==> config.mk <==
export PLATFORM = sky130hd
export DESIGN_NAME = pdoc_ctrl
export DESIGN_NICKNAME = d
export VERILOG_FILES = /design/src/core/pdoc_pkg.sv /design/src/core/pdoc_ctrl.sv /design/src/core/pdoc_pulse_gen.sv
export SDC_FILE = /design/constraint.sdc
export NUM_CORES = 1
export LEC_CHECK = 0
export BUFFER_PORTS_ARGS = -buffer_cell sky130_fd_sc_hd__buf_2
export CAP_MARGIN = 10
export CORE_AREA = 2 2 183 149
export DETAILED_ROUTE_END_ITERATION = 16
export DIE_AREA = 0 0 185 151
export MAX_ROUTING_LAYER = met4
export PLACE_DENSITY_LB_ADDON = 0.12
export SETUP_SLACK_MARGIN = 0.1
export SLEW_MARGIN = 20
export SYNTH_ARGS = -nofsm -noshare
export SYNTH_HDL_FRONTEND = slang
export SYNTH_SLANG_ARGS = --single-unit
==> constraint.sdc <==
create_clock -name clk -period 10.6 [get_ports clk]
set_input_delay 2.12 -clock clk [delete_from_list [all_inputs] [get_ports clk]]
set_output_delay 2.12 -clock clk [all_outputs]
set_load 0.02 [all_outputs]
==> src/core/pdoc_pkg.sv <==
// Purpose: shared constants and types of the pulse and dosing output control
// Assumes: 100 MHz clock, volume arrives as 0.1 ml steps
// Notes: long cycle counts are defaults for top-level parameters
package pdoc_pkg;

  ////////////////////////////////////////////////////////////////////////
  // Clock and times
  localparam int CLK_HZ = 100_000_000;
  localparam int PULSE_MAX_MS = 1000;
  localparam int TRIP_US = 100;
  localparam int HOLD_MS = 2000;
  localparam int SEC_MS = 1000;
  localparam int PULSE_MAX_CYC = PULSE_MAX_MS * (CLK_HZ / 1000);
  localparam int TRIP_CYC = TRIP_US * (CLK_HZ / 1_000_000);
  localparam int HOLD_CYC = HOLD_MS * (CLK_HZ / 1000);
  localparam int SEC_CYC = SEC_MS * (CLK_HZ / 1000);
  localparam int MAX_PULSE_HZ = 10_000;

  ////////////////////////////////////////////////////////////////////////
  // Widths and ranges (volume in 0.1 ml units)
  localparam int PV_W = 15;
  localparam int VOL_W = 26;
  localparam int TIME_W = 15;
  localparam int CNT_W = 28;
  localparam logic [PV_W-1:0] PV_MIN = 15'h0001;
  localparam logic [PV_W-1:0] PV_MAX = 15'h7530;
  localparam logic [PV_W-1:0] PV_DEFAULT = 15'h000A;
  localparam logic [VOL_W-1:0] BATCH_MAX = 26'h216_0EC0;
  localparam logic [VOL_W-1:0] BATCH_DEFAULT = 26'h000_0000;
  localparam logic [TIME_W-1:0] TIME_MAX = 15'h7530;
  localparam logic [TIME_W-1:0] TIME_DEFAULT = 15'h0003;

  ////////////////////////////////////////////////////////////////////////
  // Output functions, control input functions, dose states
  typedef enum logic [2:0] {
    PDOC_OF_OFF = 3'h0,
    PDOC_OF_PULSE = 3'h1,
    PDOC_OF_EMPTY = 3'h2,
    PDOC_OF_DOSE = 3'h3,
    PDOC_OF_LOWER = 3'h4,
    PDOC_OF_UPPER = 3'h5,
    PDOC_OF_REVERSE = 3'h6
  } pdoc_ofunc_t;

  typedef enum logic [2:0] {
    PDOC_CF_NONE = 3'h0,
    PDOC_CF_DOSE = 3'h1,
    PDOC_CF_OFFSET = 3'h2,
    PDOC_CF_CUTOFF = 3'h3,
    PDOC_CF_CLEAR = 3'h4
  } pdoc_cfunc_t;

  typedef enum logic [1:0] {
    PDOC_ST_IDLE = 2'b00,
    PDOC_ST_DOSING = 2'b01,
    PDOC_ST_DONE = 2'b11
  } pdoc_state_t;

  typedef struct packed {
    pdoc_ofunc_t func;
    logic nc;
    logic pnp;
  } pdoc_out_cfg_t;

  typedef struct packed {
    logic empty;
    logic below;
    logic above;
    logic reverse;
  } pdoc_meas_t;

  typedef struct packed {
    logic oe;
    logic level;
  } pdoc_pin_t;

  localparam pdoc_out_cfg_t OUT1_DEFAULT = '{PDOC_OF_PULSE, 1'b0, 1'b1};
  localparam pdoc_out_cfg_t OUT2_DEFAULT = '{PDOC_OF_EMPTY, 1'b0, 1'b1};
  localparam pdoc_cfunc_t CFUNC_DEFAULT = PDOC_CF_NONE;

endpackage

==> src/core/pdoc_ctrl.sv <==
// Purpose: switching outputs, dosing control and control input decode
// Assumes: measurement flags and volume steps come from the meter core
// Notes: configuration arrives as plain ports; no register bus
`timescale 1ns/100ps
module pdoc_ctrl #(
  parameter int PULSE_MAX_N = pdoc_pkg::PULSE_MAX_CYC,
  parameter int TRIP_N = pdoc_pkg::TRIP_CYC,
  parameter int HOLD_N = pdoc_pkg::HOLD_CYC,
  parameter int SEC_N = pdoc_pkg::SEC_CYC
) (
  input wire logic clk,
  input wire logic srst,
  input wire logic vol_tick,
  input wire pdoc_pkg::pdoc_meas_t meas,
  input wire logic undervolt,
  input wire logic overload,
  input wire logic big_variant,
  input wire logic [pdoc_pkg::PV_W-1:0] pulse_value,
  input wire logic [pdoc_pkg::VOL_W-1:0] dose_batch,
  input wire logic [pdoc_pkg::TIME_W-1:0] dose_time_s,
  input wire pdoc_pkg::pdoc_out_cfg_t out1_cfg,
  input wire pdoc_pkg::pdoc_out_cfg_t out2_cfg,
  input wire pdoc_pkg::pdoc_cfunc_t ctl_func,
  input wire logic control_input,
  input wire logic start_cmd,
  input wire logic stop_cmd,
  output pdoc_pkg::pdoc_pin_t first_switch_output,
  output pdoc_pkg::pdoc_pin_t second_switch_output,
  output logic dosing_q,
  output logic offset_capture_q,
  output logic cutoff_disable_q,
  output logic counter_clear_q,
  output logic trip_q
);
  import pdoc_pkg::*;

  localparam logic [CNT_W-1:0] TRIP_W = CNT_W'(TRIP_N);
  localparam logic [CNT_W-1:0] HOLD_W = CNT_W'(HOLD_N);
  localparam logic [CNT_W-1:0] SEC_W = CNT_W'(SEC_N);
  localparam logic [CNT_W-1:0] ONE = 28'h000_0001;

  ////////////////////////////////////////////////////////////////////////
  // Drive decision of one output: high means the transistor conducts
  function automatic logic out_drive(input pdoc_out_cfg_t c, input pdoc_meas_t m,
                                     input logic pulse, input logic dosing,
                                     input logic seen);
    logic d;
    d = 1'b0;
    case (c.func)
      PDOC_OF_PULSE: d = pulse;
      PDOC_OF_EMPTY: d = m.empty ^ c.nc;
      PDOC_OF_DOSE: d = seen && (dosing ^ c.nc);
      PDOC_OF_LOWER: d = !m.below ^ c.nc;
      PDOC_OF_UPPER: d = !m.above ^ c.nc;
      PDOC_OF_REVERSE: d = m.reverse ^ c.nc;
      default: d = 1'b0;
    endcase
    return d;
  endfunction

  ////////////////////////////////////////////////////////////////////////
  // Settings caught at restart
  pdoc_cfunc_t cfunc_q;
  logic big_q;

  always_ff @(posedge clk) begin
    if (srst) begin
      cfunc_q <= ctl_func;
      big_q <= big_variant;
    end
  end

  ////////////////////////////////////////////////////////////////////////
  // Pulse generation
  logic [PV_W-1:0] pv_clamped;
  logic emit;
  logic pulse;

  assign pv_clamped = (pulse_value < PV_MIN) ? PV_MIN :
                      ((pulse_value > PV_MAX) ? PV_MAX : pulse_value);

  pdoc_pulse_gen #(
    .MAX_CYC(PULSE_MAX_N)
  ) u_pulse (
    .clk(clk),
    .srst(srst),
    .vol_tick(vol_tick),
    .pulse_value(pv_clamped),
    .emit(emit),
    .pulse_q(pulse)
  );

  ////////////////////////////////////////////////////////////////////////
  // Control input decode
  logic ctl_prev_q;
  logic ctl_rise;
  logic ctl_en;

  assign ctl_en = big_q;
  assign ctl_rise = ctl_en && control_input && !ctl_prev_q;

  always_ff @(posedge clk) begin
    if (srst) begin
      ctl_prev_q <= 1'b1;
      offset_capture_q <= 1'b0;
      cutoff_disable_q <= 1'b0;
      counter_clear_q <= 1'b0;
    end else begin
      ctl_prev_q <= control_input;
      offset_capture_q <= ctl_rise && (cfunc_q == PDOC_CF_OFFSET);
      counter_clear_q <= ctl_rise && (cfunc_q == PDOC_CF_CLEAR);
      cutoff_disable_q <= ctl_en && control_input && (cfunc_q == PDOC_CF_CUTOFF);
    end
  end

  ////////////////////////////////////////////////////////////////////////
  // Dose controller
  pdoc_state_t state_q;
  pdoc_state_t state_d;
  logic [VOL_W-1:0] batch_lim;
  logic [TIME_W-1:0] time_lim;
  logic [VOL_W-1:0] dvol_q;
  logic [CNT_W-1:0] pre_q;
  logic [TIME_W-1:0] secs_q;
  logic seen_q;
  logic start_req;
  logic vol_done;
  logic time_done;
  logic dose_end;

  assign batch_lim = (dose_batch > BATCH_MAX) ? BATCH_MAX : dose_batch;
  assign time_lim = (dose_time_s > TIME_MAX) ? TIME_MAX : dose_time_s;
  assign start_req = start_cmd || (ctl_rise && (cfunc_q == PDOC_CF_DOSE));
  assign vol_done = (dvol_q >= batch_lim);
  assign time_done = (time_lim != '0) && (secs_q >= time_lim);
  assign dose_end = stop_cmd || vol_done || time_done;

  always_comb begin
    state_d = state_q;
    case (state_q)
      PDOC_ST_IDLE,
      PDOC_ST_DONE: begin
        if (start_req) begin
          state_d = PDOC_ST_DOSING;
        end
      end
      PDOC_ST_DOSING: begin
        if (dose_end) begin
          state_d = PDOC_ST_DONE;
        end
      end
      default: state_d = PDOC_ST_IDLE;
    endcase
  end

  always_ff @(posedge clk) begin
    if (srst) begin
      state_q <= PDOC_ST_IDLE;
      dvol_q <= '0;
      pre_q <= '0;
      secs_q <= '0;
      seen_q <= 1'b0;
      dosing_q <= 1'b0;
    end else begin
      state_q <= state_d;
      dosing_q <= (state_d == PDOC_ST_DOSING);
      if (state_q != PDOC_ST_DOSING) begin
        dvol_q <= '0;
        pre_q <= '0;
        secs_q <= '0;
      end else begin
        if (vol_tick) begin
          dvol_q <= dvol_q + 26'h000_0001;
        end
        // Seconds prescaler; timeout resolution is one second
        if (pre_q >= SEC_W - ONE) begin
          pre_q <= '0;
          secs_q <= (secs_q == TIME_MAX) ? secs_q : secs_q + 15'h0001;
        end else begin
          pre_q <= pre_q + ONE;
        end
      end
      if (state_d == PDOC_ST_DOSING) begin
        seen_q <= 1'b1;
      end
    end
  end

  ////////////////////////////////////////////////////////////////////////
  // Overload trip and hold-off
  logic [CNT_W-1:0] ovl_q;
  logic [CNT_W-1:0] hold_q;

  always_ff @(posedge clk) begin
    if (srst) begin
      ovl_q <= '0;
      hold_q <= '0;
      trip_q <= 1'b0;
    end else if (trip_q) begin
      ovl_q <= '0;
      if (hold_q >= HOLD_W - ONE) begin
        hold_q <= '0;
        trip_q <= 1'b0;
      end else begin
        hold_q <= hold_q + ONE;
      end
    end else if (overload) begin
      if (ovl_q >= TRIP_W - ONE) begin
        trip_q <= 1'b1;
        ovl_q <= '0;
      end else begin
        ovl_q <= ovl_q + ONE;
      end
    end else begin
      ovl_q <= '0;
    end
  end

  ////////////////////////////////////////////////////////////////////////
  // Output stage
  pdoc_out_cfg_t cfg [2];
  pdoc_pin_t pin_q [2];
  logic present [2];

  assign cfg[0] = out1_cfg;
  assign cfg[1] = out2_cfg;
  assign present[0] = 1'b1;
  assign present[1] = big_q;

  generate
    for (genvar i = 0; i < 2; i++) begin : g_out
      logic drv;
      assign drv = out_drive(cfg[i], meas, pulse, dosing_q, seen_q);
      always_ff @(posedge clk) begin
        if (srst) begin
          pin_q[i] <= '0;
        end else begin
          pin_q[i].oe <= present[i] && drv && !undervolt && !trip_q;
          pin_q[i].level <= cfg[i].pnp;
        end
      end
    end
  endgenerate

  assign first_switch_output = pin_q[0];
  assign second_switch_output = pin_q[1];
endmodule

==> src/core/pdoc_pulse_gen.sv <==
// Purpose: volume to pulse conversion with pulse width of half the period, at most MAX_CYC
// Assumes: vol_tick is one cycle per 0.1 ml
// Notes: width is taken from the previous pulse spacing
`timescale 1ns/100ps
module pdoc_pulse_gen #(
  parameter int MAX_CYC = pdoc_pkg::PULSE_MAX_CYC
) (
  input wire logic clk,
  input wire logic srst,
  input wire logic vol_tick,
  input wire logic [pdoc_pkg::PV_W-1:0] pulse_value,
  output logic emit,
  output logic pulse_q
);
  import pdoc_pkg::*;

  localparam logic [CNT_W-1:0] MAX_W = CNT_W'(MAX_CYC);
  localparam logic [CNT_W-1:0] SAT = {CNT_W{1'b1}};

  logic [PV_W-1:0] acc_q;
  logic [CNT_W-1:0] per_q;
  logic [CNT_W-1:0] wid_q;
  logic [CNT_W-1:0] half;
  logic [CNT_W-1:0] width;
  logic [PV_W-1:0] acc_inc;

  ////////////////////////////////////////////////////////////////////////
  // count up to setting
  assign acc_inc = acc_q + 15'h0001;
  assign emit = vol_tick && (acc_inc >= pulse_value);
  assign half = per_q >> 1;
  assign width = (half > MAX_W) ? MAX_W : ((half == '0) ? 28'h000_0001 : half);

  always_ff @(posedge clk) begin
    if (srst) begin
      acc_q <= '0;
      per_q <= SAT;
      wid_q <= '0;
      pulse_q <= 1'b0;
    end else begin
      if (vol_tick) begin
        acc_q <= emit ? '0 : acc_inc;
      end
      per_q <= emit ? 28'h000_0001 : ((per_q == SAT) ? SAT : per_q + 28'h000_0001);
      if (emit) begin
        wid_q <= width;
        pulse_q <= 1'b1;
      end else if (wid_q > 28'h000_0001) begin
        wid_q <= wid_q - 28'h000_0001;
      end else begin
        wid_q <= '0;
        pulse_q <= 1'b0;
      end
    end
  end
endmodule

Word-level counts from Yosys, hierarchy flattened

Memories as Yosys holds them, arrays and structs flattened.
Cells that the tools add are included.

Bitwise operators: 16
Equal/unequal tests: 23
Add/subtract/negate cells: 8
Magnitude comparators: 12
Multiplexer cells: 30
Reductions and logical operators: 32

Operators with widths:

| operator                | count |
|---|---|
| $mux W28                | 6 |
| $add A28 B1 Y28 const B | 4 |
| $mux W15                | 4 |
| $add A15 B1 Y15 const B | 2 |
| $ge A15 B15 Y1          | 2 |
| $gt A15 B15 Y1 const B  | 2 |
| $eq A28 B28 Y1 const B  | 1 |
| $ge A28 B14 Y1 const B  | 1 |
| $ge A28 B27 Y1 const B  | 1 |
| $ge A28 B28 Y1 const B  | 1 |
| $gt A28 B1 Y1 const B   | 1 |
| $logic_not A28 Y1       | 1 |
| $sub A28 B1 Y28 const B | 1 |
| $gt A27 B27 Y1 const B  | 1 |
| $mux W27                | 1 |
| $add A26 B1 Y26 const B | 1 |
| $ge A26 B26 Y1          | 1 |
| $gt A26 B26 Y1 const B  | 1 |
| $mux W26                | 1 |
| $eq A3 B3 Y1 const B    | 7 |
| $eq A3 B2 Y1 const B    | 6 |
| $eq A15 B15 Y1 const B  | 1 |
| $logic_and A1 B1 Y1     | 15 |
| $lt A15 B1 Y1 const B   | 1 |
| other kinds (19)        | 58 |

Output and inout port bits: 9
Input port bits: 82
Memories: 1
Flip-flop bits (word level): 210
Bits in writable memories: 4

Memory list:

| name  | depth | bits a word | read ports | clocked after Yosys merged registers in | wr ports | RTL line         | text |
|---|---|---|---|---|---|---|---|
| pin_q | 2     | 2           | 2          | 0                                       | 2        | pdoc_ctrl.sv:222 | `pdoc_pin_t pin_q [2];` |

Logic depth before layout (Yosys ltp)

Gate-level depths: netlist (run 1).

Depth in word-level cells: 8
Depth in mapped cells: 17
Gate-level depth less buffers: 15

Cells and area by module

From an unflattened synthesis (run 1), not the netlist that was laid out.

Cells, all modules: 1425
Area total of the unflattened synthesis: 11840.1 µm²

By module, submodules not included:

| module         | cells each | times used | area each (µm²) |
|---|---|---|---|
| pdoc_ctrl      | 913        | 1          | 7633.6 |
| pdoc_pulse_gen | 512        | 1          | 4206.5 |

Worst setup path after synthesis (run 1)

No wires, ideal clock.

Path kind: input -> register
From: in dose_batch[0] in the netlist's numbering
To: reg state_q[1]
Path buffers: 1
Slack: 5.237 ns
Arrival: 5.247 ns
Required time: 10.484 ns
Stages: 14
Path through: or4_1 o311a_1 o2111ai_1 a211oi_1 o21ai_1 clkbuf_1 nand2_1 ha_1 a211o_1 o21ai_0 a21oi_1 o311ai_0 nand4_1 a31o_2

Word-level cells in the longest chain between the ends: 7

RTL lines:

| element                           | RTL line         | text |
|---|---|---|
| start: declaration                | pdoc_ctrl.sv:19  | `input wire logic [pdoc_pkg::VOL_W-1:0] dose_batch,` |
| $gt A26 B26 Y1                    | pdoc_ctrl.sv:131 | `assign batch_lim = (dose_batch > BATCH_MAX) ? BATCH_MAX : dose_batch;` |
| $mux W26 *                        | pdoc_ctrl.sv:131 |  |
| $ge A26 B26 Y1 *                  | pdoc_ctrl.sv:134 | `assign vol_done = (dvol_q >= batch_lim);` |
| $logic_or A1 B1 Y1 * (2 in a row) | pdoc_ctrl.sv:136 | `assign dose_end = stop_cmd \|\| vol_done \|\| time_done;` |
| $mux W2 *                         | pdoc_ctrl.sv:148 | `if (dose_end) begin` |
| $pmux W2 S2 *                     | pdoc_ctrl.sv:140 | `case (state_q)` |
| end signal: assignment            | pdoc_ctrl.sv:165 | `state_q <= state_d;` |
| end: declaration                  | pdoc_ctrl.sv:118 | `pdoc_state_t state_q;` |

Every way passes the cells marked *; elsewhere a longest branch is shown, timed or not.
A chain may end at the register's enable or synchronous reset.

Worst setup path in the final report (run 1)

From: in pulse_value[3] in the netlist's numbering
To: reg u_pulse.wid_q[23]

Word-level cells in the longest chain between the ends: 6
Elaborated cells between the ends (all ways): 7
Classes of those cells: order compare: 3; mux: 3; reduce/logical: 1

RTL lines:

| element                | RTL line             | text |
|---|---|---|
| start: declaration     | pdoc_ctrl.sv:18      | `input wire logic [pdoc_pkg::PV_W-1:0] pulse_value,` |
| $gt A15 B15 Y1         | pdoc_ctrl.sv:80      | `((pulse_value > PV_MAX) ? PV_MAX : pulse_value);` |
| $mux W15               | pdoc_ctrl.sv:80      |  |
| $mux W15 *             | pdoc_ctrl.sv:79      | `assign pv_clamped = (pulse_value < PV_MIN) ? PV_MIN :` |
| $ge A15 B15 Y1 *       | pdoc_pulse_gen.sv:30 | `assign emit = vol_tick && (acc_inc >= pulse_value);` |
| $logic_and A1 B1 Y1 *  | pdoc_pulse_gen.sv:30 |  |
| $mux W28 *             | pdoc_pulse_gen.sv:45 | `if (emit) begin` |
| end signal: assignment | pdoc_pulse_gen.sv:46 | `wid_q <= width;` |
| end signal: assignment | pdoc_pulse_gen.sv:49 | `wid_q <= wid_q - 28'h000_0001;` |
| end: declaration       | pdoc_pulse_gen.sv:22 | `logic [CNT_W-1:0] wid_q;` |

Marks and branches as above.

==> metrics.md, run 1 <==
| Metric | Value |
|---|---|
| Worst skew pair latency | 0.52 ns |
| Port Buf Inserts | 90 |
| Layout filler cell count | 2574 |
| FP Rows | 53 |
| Length of the first detailed-routing pass in iterations | 5 |
| Required time of the critical path | 10.99 ns |
| Count of flip-flops with a built-in enable after synthesis | 4 |
| Number of buffers inserted during clock tree synthesis | 23 |
| Share of flip-flops with an asynchronous set or reset after synthesis | 0% |
| Global-route usage over all layers | 19.5% |
| Worst reg-to-reg setup slack | 6.21 ns |
| Setup Crit Path Kind | input port to register |
| Synth top cells by count | 210 x dfxtp_1, 175 x nor2_1, 169 x nand2_1 |
| Die Area | 27900 um2 |
| Wire length per cell | 14.2 um |
| Post-synth top flop | dfxtp_1 |
| Register bit total from synthesis | 214 |
| Layout Nets | 1642 |
| Kind of path behind the tightest hold check | register to register |
| Non-filler cells, final | 1865 |
| RSZ-0062 raised after global routing | no |
| Reg-to-Reg End | u_pulse.wid_q[23]$_SDFF_PP0_ |
| Remaining number of nets flagged by the antenna check after routing | 0 |
| Seq/Total Area, Yosys | 37.2% |
| Vias per cell | 5.27 |
| Synthesis-to-layout area growth | 13.9% |
| Total non-filler cell area in the finished layout | 13200 um2 |
| Cells resized by post-CTS repair | 0 |
| Status | finished, final reports clean |
| Placement Setup Slack | 4.12 ns |
| DR vias | 9827 |
| Transition time at the pin with the least slew margin | 0.898 ns |
| Maximum vdd ir drop | 111 uV |
| Initial core utilization | 44.7% |
| TritonCTS clock tree | built |
| Leakage power | 5.31 nW |
| R2r startpoint | u_pulse.acc_q[0]$_SDFFE_PP0P_ |
| Crit end category | register |
| Worst-path clk slew | 0.06 ns |
| Slowest library cell on the worst path | buf_4 |
| Placeable Area | 26000 um2 |
| Most Frequent Cell on Critical Path | nand2_1 |
| Die Span X | 185 um |
| Worst Path Max Fanout | 69 |
| CTS H-tree depth | 1 |
| Cell type contributing the most total cell area after synthesis | dfxtp_1 |
| Critical path, cell by cell | buf_2 -> or4_1 -> a311o_1 -> a21oi_1 -> nor2b_1 -> o2111ai_1 -> nand2_1 -> ha_1 -> nand2_1 -> nor3_1 -> o311ai_0 -> o21ai_4 -> buf_4 -> nand2_1 -> o22ai_1 -> nor2_1 |
| Post-Route WL | 26500 um |
| Initial antenna violation count | 0 |
| Hold Path Depth | 1 |
| Sinks on the clock net | 214 |
| Biggest area contributors in the synthesized netlist | dfxtp_1 36%, ha_1 7.4%, xor2_1 6.7% |
| Count of inserted antenna diode cells | 0 |
| DPL Wire Length | 19000 um |
| Max Buffers Root-to-Sink | 3 |
| Clock root buffer master | clkbuf_16 |
| Hold endpoint | u_pulse.per_q[0]$_SDFF_PP1_ |
| Total negative setup slack | 0 ns |
| Syn_area_per_cell | 8.23 um2 |
| # DRC | 0 |
| Number of maximum-capacitance violations | 0 |
| FF-to-FF path depth | 16 |
| Number of slew-limit violations in the final report | 0 |
| Power per cell area | 193 nW/um2 |
| Area of the mapped netlist | 11600 um2 |
| Overall die height | 151 um |
| Timing-limited maximum frequency | 168 MHz |
| Maximum number of pins on one net before global-route repair | 70 |
| Kind of cell with the highest combined delay on the critical path | compound AO/OA/AOI/OAI gates |
| Crit path buf inv count | 2 |
| Routability congestion estimate | 0.847 |
| Overflow left after global routing | 0 |
| Starting DRC count in detailed routing | 700 |
| Min-delay src | u_pulse.per_q[0]$_SDFF_PP1_ |
| Launching element type of the critical path | input port |
| Wire length of the first global-routing pass | 44000 um |
| Number of distinct library cells after synthesis | 73 |
| Dpl cell area | 12400 um2 |
| Share of cells above drive strength 1 | 10.3% |
| Crit path time final | 5.96 ns |
| Post-CTS Setup Bufs | 0 |
| Worst path max stage delay | 0.59 ns |
| Number of cells produced by synthesis | 1411 |
| Number of placed cells counting well taps | 1823 |
| Ports | 91 |
| Total of hold buffers inserted after clock tree synthesis | 0 |
| Share of the cycle needed by the critical path after routing | 56.3% |
| Portion of synthesized cell area occupied by the leading cell type | 36.2% |
| Final count of negative-setup-slack endpoints | 0 |
| Synth warnings | 0 |
| Setup Skew | 0.0217 ns |
| Relative slew slack | 40.1% |
| Data arrival time of the critical path | 6.35 ns |
| Final WS setup | 4.64 ns |
| Final Hold Violating Endpoints | 0 |
| Tot Pwr | 0.00256 W |
| Number of global-route vias before repair | 9057 |
| Cell with the most instances after synthesis | dfxtp_1 |
## metal layers
metal  vias up  part of all wire (%)  global-route usage (%)
met5         -                     0                       -
met1      4457                    52                    28.1
met2       202                    41                    29.0
met3        31                   5.0                    2.72
met4         0                   1.7                    4.13
li1       5137                     -                       -
## kinds of logic (layout without fill, tap and decap cells)
group | Yosys count | after routing | synth area share (%)
flops | 214 | 214 | 37.2
xor+xnor | 151 | 151 | 11.4
mux | 6 | 6 | 0.517
other cells | 1 | 15 | 0.0323
compound gates | 231 | 231 | 12.7
buf+inv | 92 | 175 | 3.20
fa+ha+maj | 69 | 69 | 7.43
simple gates | 647 | 647 | 27.5
## flip-flops by register name, indices dropped and copies added, names as in the netlist, 2 cells and up
signal	cells
ovl_q	28
u_pulse.per_q	28
pin_q	4
state_q	2
secs_q	15
pre_q	28
cfunc_q	3
u_pulse.acc_q	15
u_pulse.wid_q	28
dvol_q	26
hold_q	28
## where the power goes
part	total [W]	switching [W]	leakage [nW]	internal [W]
Combinational	0.000695	0.000386	3.15	0.000309
Clock	0.000881	0.000333	0.412	0.000548
Sequential	0.000981	0.0000944	1.75	0.000886
## worst max path at each step
stage                               from                      endpoint  slack [ns]  cells past startpoint
after floorplan            dose_batch[0]         state_q[1]$_SDFF_PP0_        5.24                     14
after global placement    pulse_value[3]  u_pulse.wid_q[14]$_SDFF_PP0_        4.18                     16
after detailed placement  pulse_value[3]  u_pulse.wid_q[27]$_SDFF_PP0_        4.12                     15
after CTS                 pulse_value[3]  u_pulse.wid_q[13]$_SDFF_PP0_        4.67                     16
after global routing      pulse_value[3]  u_pulse.wid_q[14]$_SDFF_PP0_        4.20                     16
final                     pulse_value[3]  u_pulse.wid_q[23]$_SDFF_PP0_        4.64                     16
## cell usage in the layout, fill, tap and decap left out, drive strengths merged, types with 7 or more instances in the layout
cell type and n:
a21oi 55, or4 13, dfxtp 210, buf 96
o31ai 12, nor4 26, nor2 176, nand4 32
nor3 50, nand2b 9, nand3 61, nand2 171
conb 15, and4 10, xor2 89, nor3b 10
and3 35, clkbuf 28, a211oi 12, clkinv 7
o21ai 66, inv 37, nor2b 10, a21o 20
xnor2 62, and2 11, o32ai 14, o22ai 7
or3 21, ha 69
## stage by stage
stage	utilization [%]	hold slack [ns]
after CTS	50.9	0.431
after global routing	50.9	0.450
after global placement	47.7	0.410
after detailed placement	47.7	0.415
final	50.9	0.427
after floorplan	-	0.394
## cell type report
cell class	instances	area, um2	area share, %
repair buffers	96	495	3.75
well taps	357	447	3.38
multi-input cells	1119	6990	52.8
clock buffers	28	634	4.80
inverters	37	139	1.05
flip-flops and latches	214	4320	32.7
clock inverters	14	204	1.54
No activity file was read; power rests on OpenSTA's default activity.
==> run 2, diff against run 1 <==
==> constraint.sdc (replaced) <==
create_clock -name clk -period 5.48 [get_ports clk]
set_input_delay 1.096 -clock clk [delete_from_list [all_inputs] [get_ports clk]]
set_output_delay 1.096 -clock clk [all_outputs]
set_load 0.02 [all_outputs]
==> run 2 against run 1 <==
Combinational power grew 94%. Wire length rose by 0.23%. Non-clock buffer count increased by 4. Clock power increased by 70%. Power is 85% higher. Count of clock-buffer cells in the layout is 4 higher. First-iteration DRC count shrank 24%. Cell area shrank 0.59%. Utilization fell by 0.30 points. Clock skew decreased by 0.0057 ns. Critical endpoint is now u_pulse.wid_q[26]$_SDFF_PP0_. Highest routed layer unchanged.
==> metrics.md, run 2 (synthesized netlist as in run 1, its figures left out) <==
| Metric | Value |
|---|---|
| Wire length per cell | 14.2 um (+0.18%) |
| Post-CTS Setup Bufs | 0 (unchanged) |
| Final count of negative-setup-slack endpoints | 0 (unchanged) |
| Status | finished, final reports clean |
| Synthesis-to-layout area growth | 13.2% |
| Clock root buffer master | clkbuf_16 |
| Die Area | 27900 um2 (unchanged) |
| Worst reg-to-reg setup slack | 1.39 ns (-4.82 ns) |
| Timing-limited maximum frequency | 234 MHz |
| FP Rows | 53 (unchanged) |
| Total non-filler cell area in the finished layout | 13200 um2 (-0.59%) |
| Layout Nets | 1646 (+0.24%) |
| Transition time at the pin with the least slew margin | 0.901 ns (+0.00258 ns) |
| Maximum number of pins on one net before global-route repair | 50 (-29%) |
| DPL Wire Length | 19300 um (+1.3%) |
| Placement Setup Slack | 0.702 ns (-3.41 ns) |
| Maximum vdd ir drop | 227 uV (+100%) |
| Global-route usage over all layers | 19.4% (-0.027 points) |
| Number of buffers inserted during clock tree synthesis | 23 (unchanged) |
| FF-to-FF path depth | 15 (-1) |
| Setup Crit Path Kind | input port to register |
| CTS H-tree depth | 1 (unchanged) |
| Area of the multi-input gates | 6990 um2 (unchanged) |
| Die Span X | 185 um (unchanged) |
| Critical Path Start | pulse_value[3] |
| Number of maximum-capacitance violations | 0 (unchanged) |
| Total negative setup slack | 0 ns (unchanged) |
| Data arrival time of the critical path | 4.68 ns (-1.67 ns) |
| Post-Route WL | 26600 um (+0.23%) |
| Hold endpoint | u_pulse.per_q[0]$_SDFF_PP1_ |
| Overflow left after global routing | 0 (unchanged) |
| TritonCTS clock tree | built |
| Port Buf Inserts | 90 (unchanged) |
| Dpl cell area | 12400 um2 (+0.24%) |
| Starting DRC count in detailed routing | 529 (-24%) |
| DR vias | 9834 (+0.071%) |
| R2r startpoint | u_pulse.acc_q[0]$_SDFFE_PP0P_ |
| Length of the first detailed-routing pass in iterations | 5 (unchanged) |
| Share of cells above drive strength 1 | 10.4% (+0.059 points) |
| Relative slew slack | 39.9% (-0.17 points) |
| Min-delay src | u_pulse.per_q[0]$_SDFF_PP1_ |
| Initial core utilization | 44.7% (unchanged) |
| Core utilization of the finished layout | 50.6% (-0.30 points) |
| Leading cell types in the layout, fill and taps excluded | 210 x dfxtp_1, 175 x nor2_1, 169 x nand2_1 |
| Reg-to-Reg End | u_pulse.wid_q[26]$_SDFF_PP0_ |
| Worst-path clk slew | 0.06 ns (about the same) |
| Routability congestion estimate | 0.824 (-2.8%) |
| Number of slew-limit violations in the final report | 0 (unchanged) |
| Worst skew pair latency | 0.52 ns (about the same) |
| Final Hold Violating Endpoints | 0 (unchanged) |
| Setup Skew | 0.0161 ns (-0.00566 ns) |
| Total of hold buffers inserted after clock tree synthesis | 0 (unchanged) |
| Most common cell after layout, fill and taps aside | dfxtp_1 |
| Vias per cell | 5.27 (about the same) |
| Max Buffers Root-to-Sink | 3 (unchanged) |
| Power per cell area | 361 nW/um2 (+87%) |
| Count of inserted antenna diode cells | 0 (unchanged) |
| Required time of the critical path | 5.89 ns (-5.10 ns) |
| Worst Path Max Fanout | 33 (-52%) |
| Register area | 4320 um2 (unchanged) |
| Wire length of the first global-routing pass | 44000 um (+0.20%) |
| Share of the cycle needed by the critical path after routing | 77.9% |
| Non-filler cells, final | 1866 (+0.054%) |
| Hold Path Depth | 1 (unchanged) |
| Crit end category | register |
| Kind of path behind the tightest hold check | register to register |
| Remaining number of nets flagged by the antenna check after routing | 0 (unchanged) |
| Leakage power | 5.28 nW (-0.51%) |
| Initial antenna violation count | 0 (unchanged) |
| Cells resized by post-CTS repair | 0 (unchanged) |
| Launching element type of the critical path | input port |
| Number of global-route vias before repair | 9004 (-0.59%) |
| Crit path time final | 4.27 ns |
| Layout filler cell count | 2595 (+0.82%) |
| # DRC | 0 (unchanged) |
| Overall die height | 151 um (unchanged) |
| Number of placed cells counting well taps | 1827 (+0.22%) |
| Sinks on the clock net | 214 (unchanged) |
| Placeable Area | 26000 um2 (unchanged) |
| RSZ-0062 raised after global routing | no |
| Final WS setup | 1.21 ns (-3.42 ns) |
| Ports | 91 (unchanged) |
run 2: metrics by stage:
stage | power, W | hold slack (ns)
3_3_place_gp | 0.00326 | 0.410
4_1_cts | 0.00479 | 0.425
6_report | 0.00474 | 0.425
3_5_place_dp | 0.00327 | 0.413
5_1_grt | 0.00503 | 0.449
2_1_floorplan | 0.00298 | 0.394
run 2: cell type report:
cell class                      count  share of cell area, %
Clock buffer                       32                   5.24
Clock inverter                      7                  0.314
Sequential cell                   214                   32.9
Inverter                           37                   1.06
Tap cell                          357                   3.40
Timing Repair Buffer              100                   4.00
Multi-Input combinational cell   1119                   53.1
run 2: worst max-delay path by stage:
stage / endpoint / depth (start not counted)
3_3_place_gp: u_pulse.wid_q[26]$_SDFF_PP0_ / 16
3_5_place_dp: u_pulse.acc_q[3]$_SDFFE_PP0P_ / 15
4_1_cts: u_pulse.wid_q[26]$_SDFF_PP0_ / 16
2_1_floorplan: state_q[1]$_SDFF_PP0_ / 14
6_report: u_pulse.wid_q[26]$_SDFF_PP0_ / 16
5_1_grt: u_pulse.wid_q[26]$_SDFF_PP0_ / 16
run 2: metal layers:
| metal | wire length, um | vias up | share of wire, % | track usage [%] |
|---|---|---|---|---|
| met3 | 1140 | 40 | 4.3 | 2.28 |
| met4 | 451 | 0 | 1.7 | 4.21 |
| li1 | - | 5147 | - | - |
| met5 | 0 | - | 0 | - |
| met1 | 14200 | 4477 | 54 | 28.6 |
| met2 | 10700 | 170 | 40 | 28.6 |
run 2: report_power, final:
part           internal (W)  switching, W
combinational      0.000600      0.000746
clock              0.000872      0.000625
sequential          0.00171      0.000184
run 2: critical path, stage by stage:
cell and delay, ns:
buf_2 0.11, or4_1 0.51, a311o_1 0.36, a21oi_1 0.14, nor2b_1 0.06, o2111ai_1 0.16
buf_4 0.19, nand2_1 0.07, ha_1 0.27, nand2_1 0.06, nor3_1 0.17, o311ai_0 0.21
o21ai_4 0.51, buf_4 0.43, a21oi_1 0.07, a221oi_1 0.27
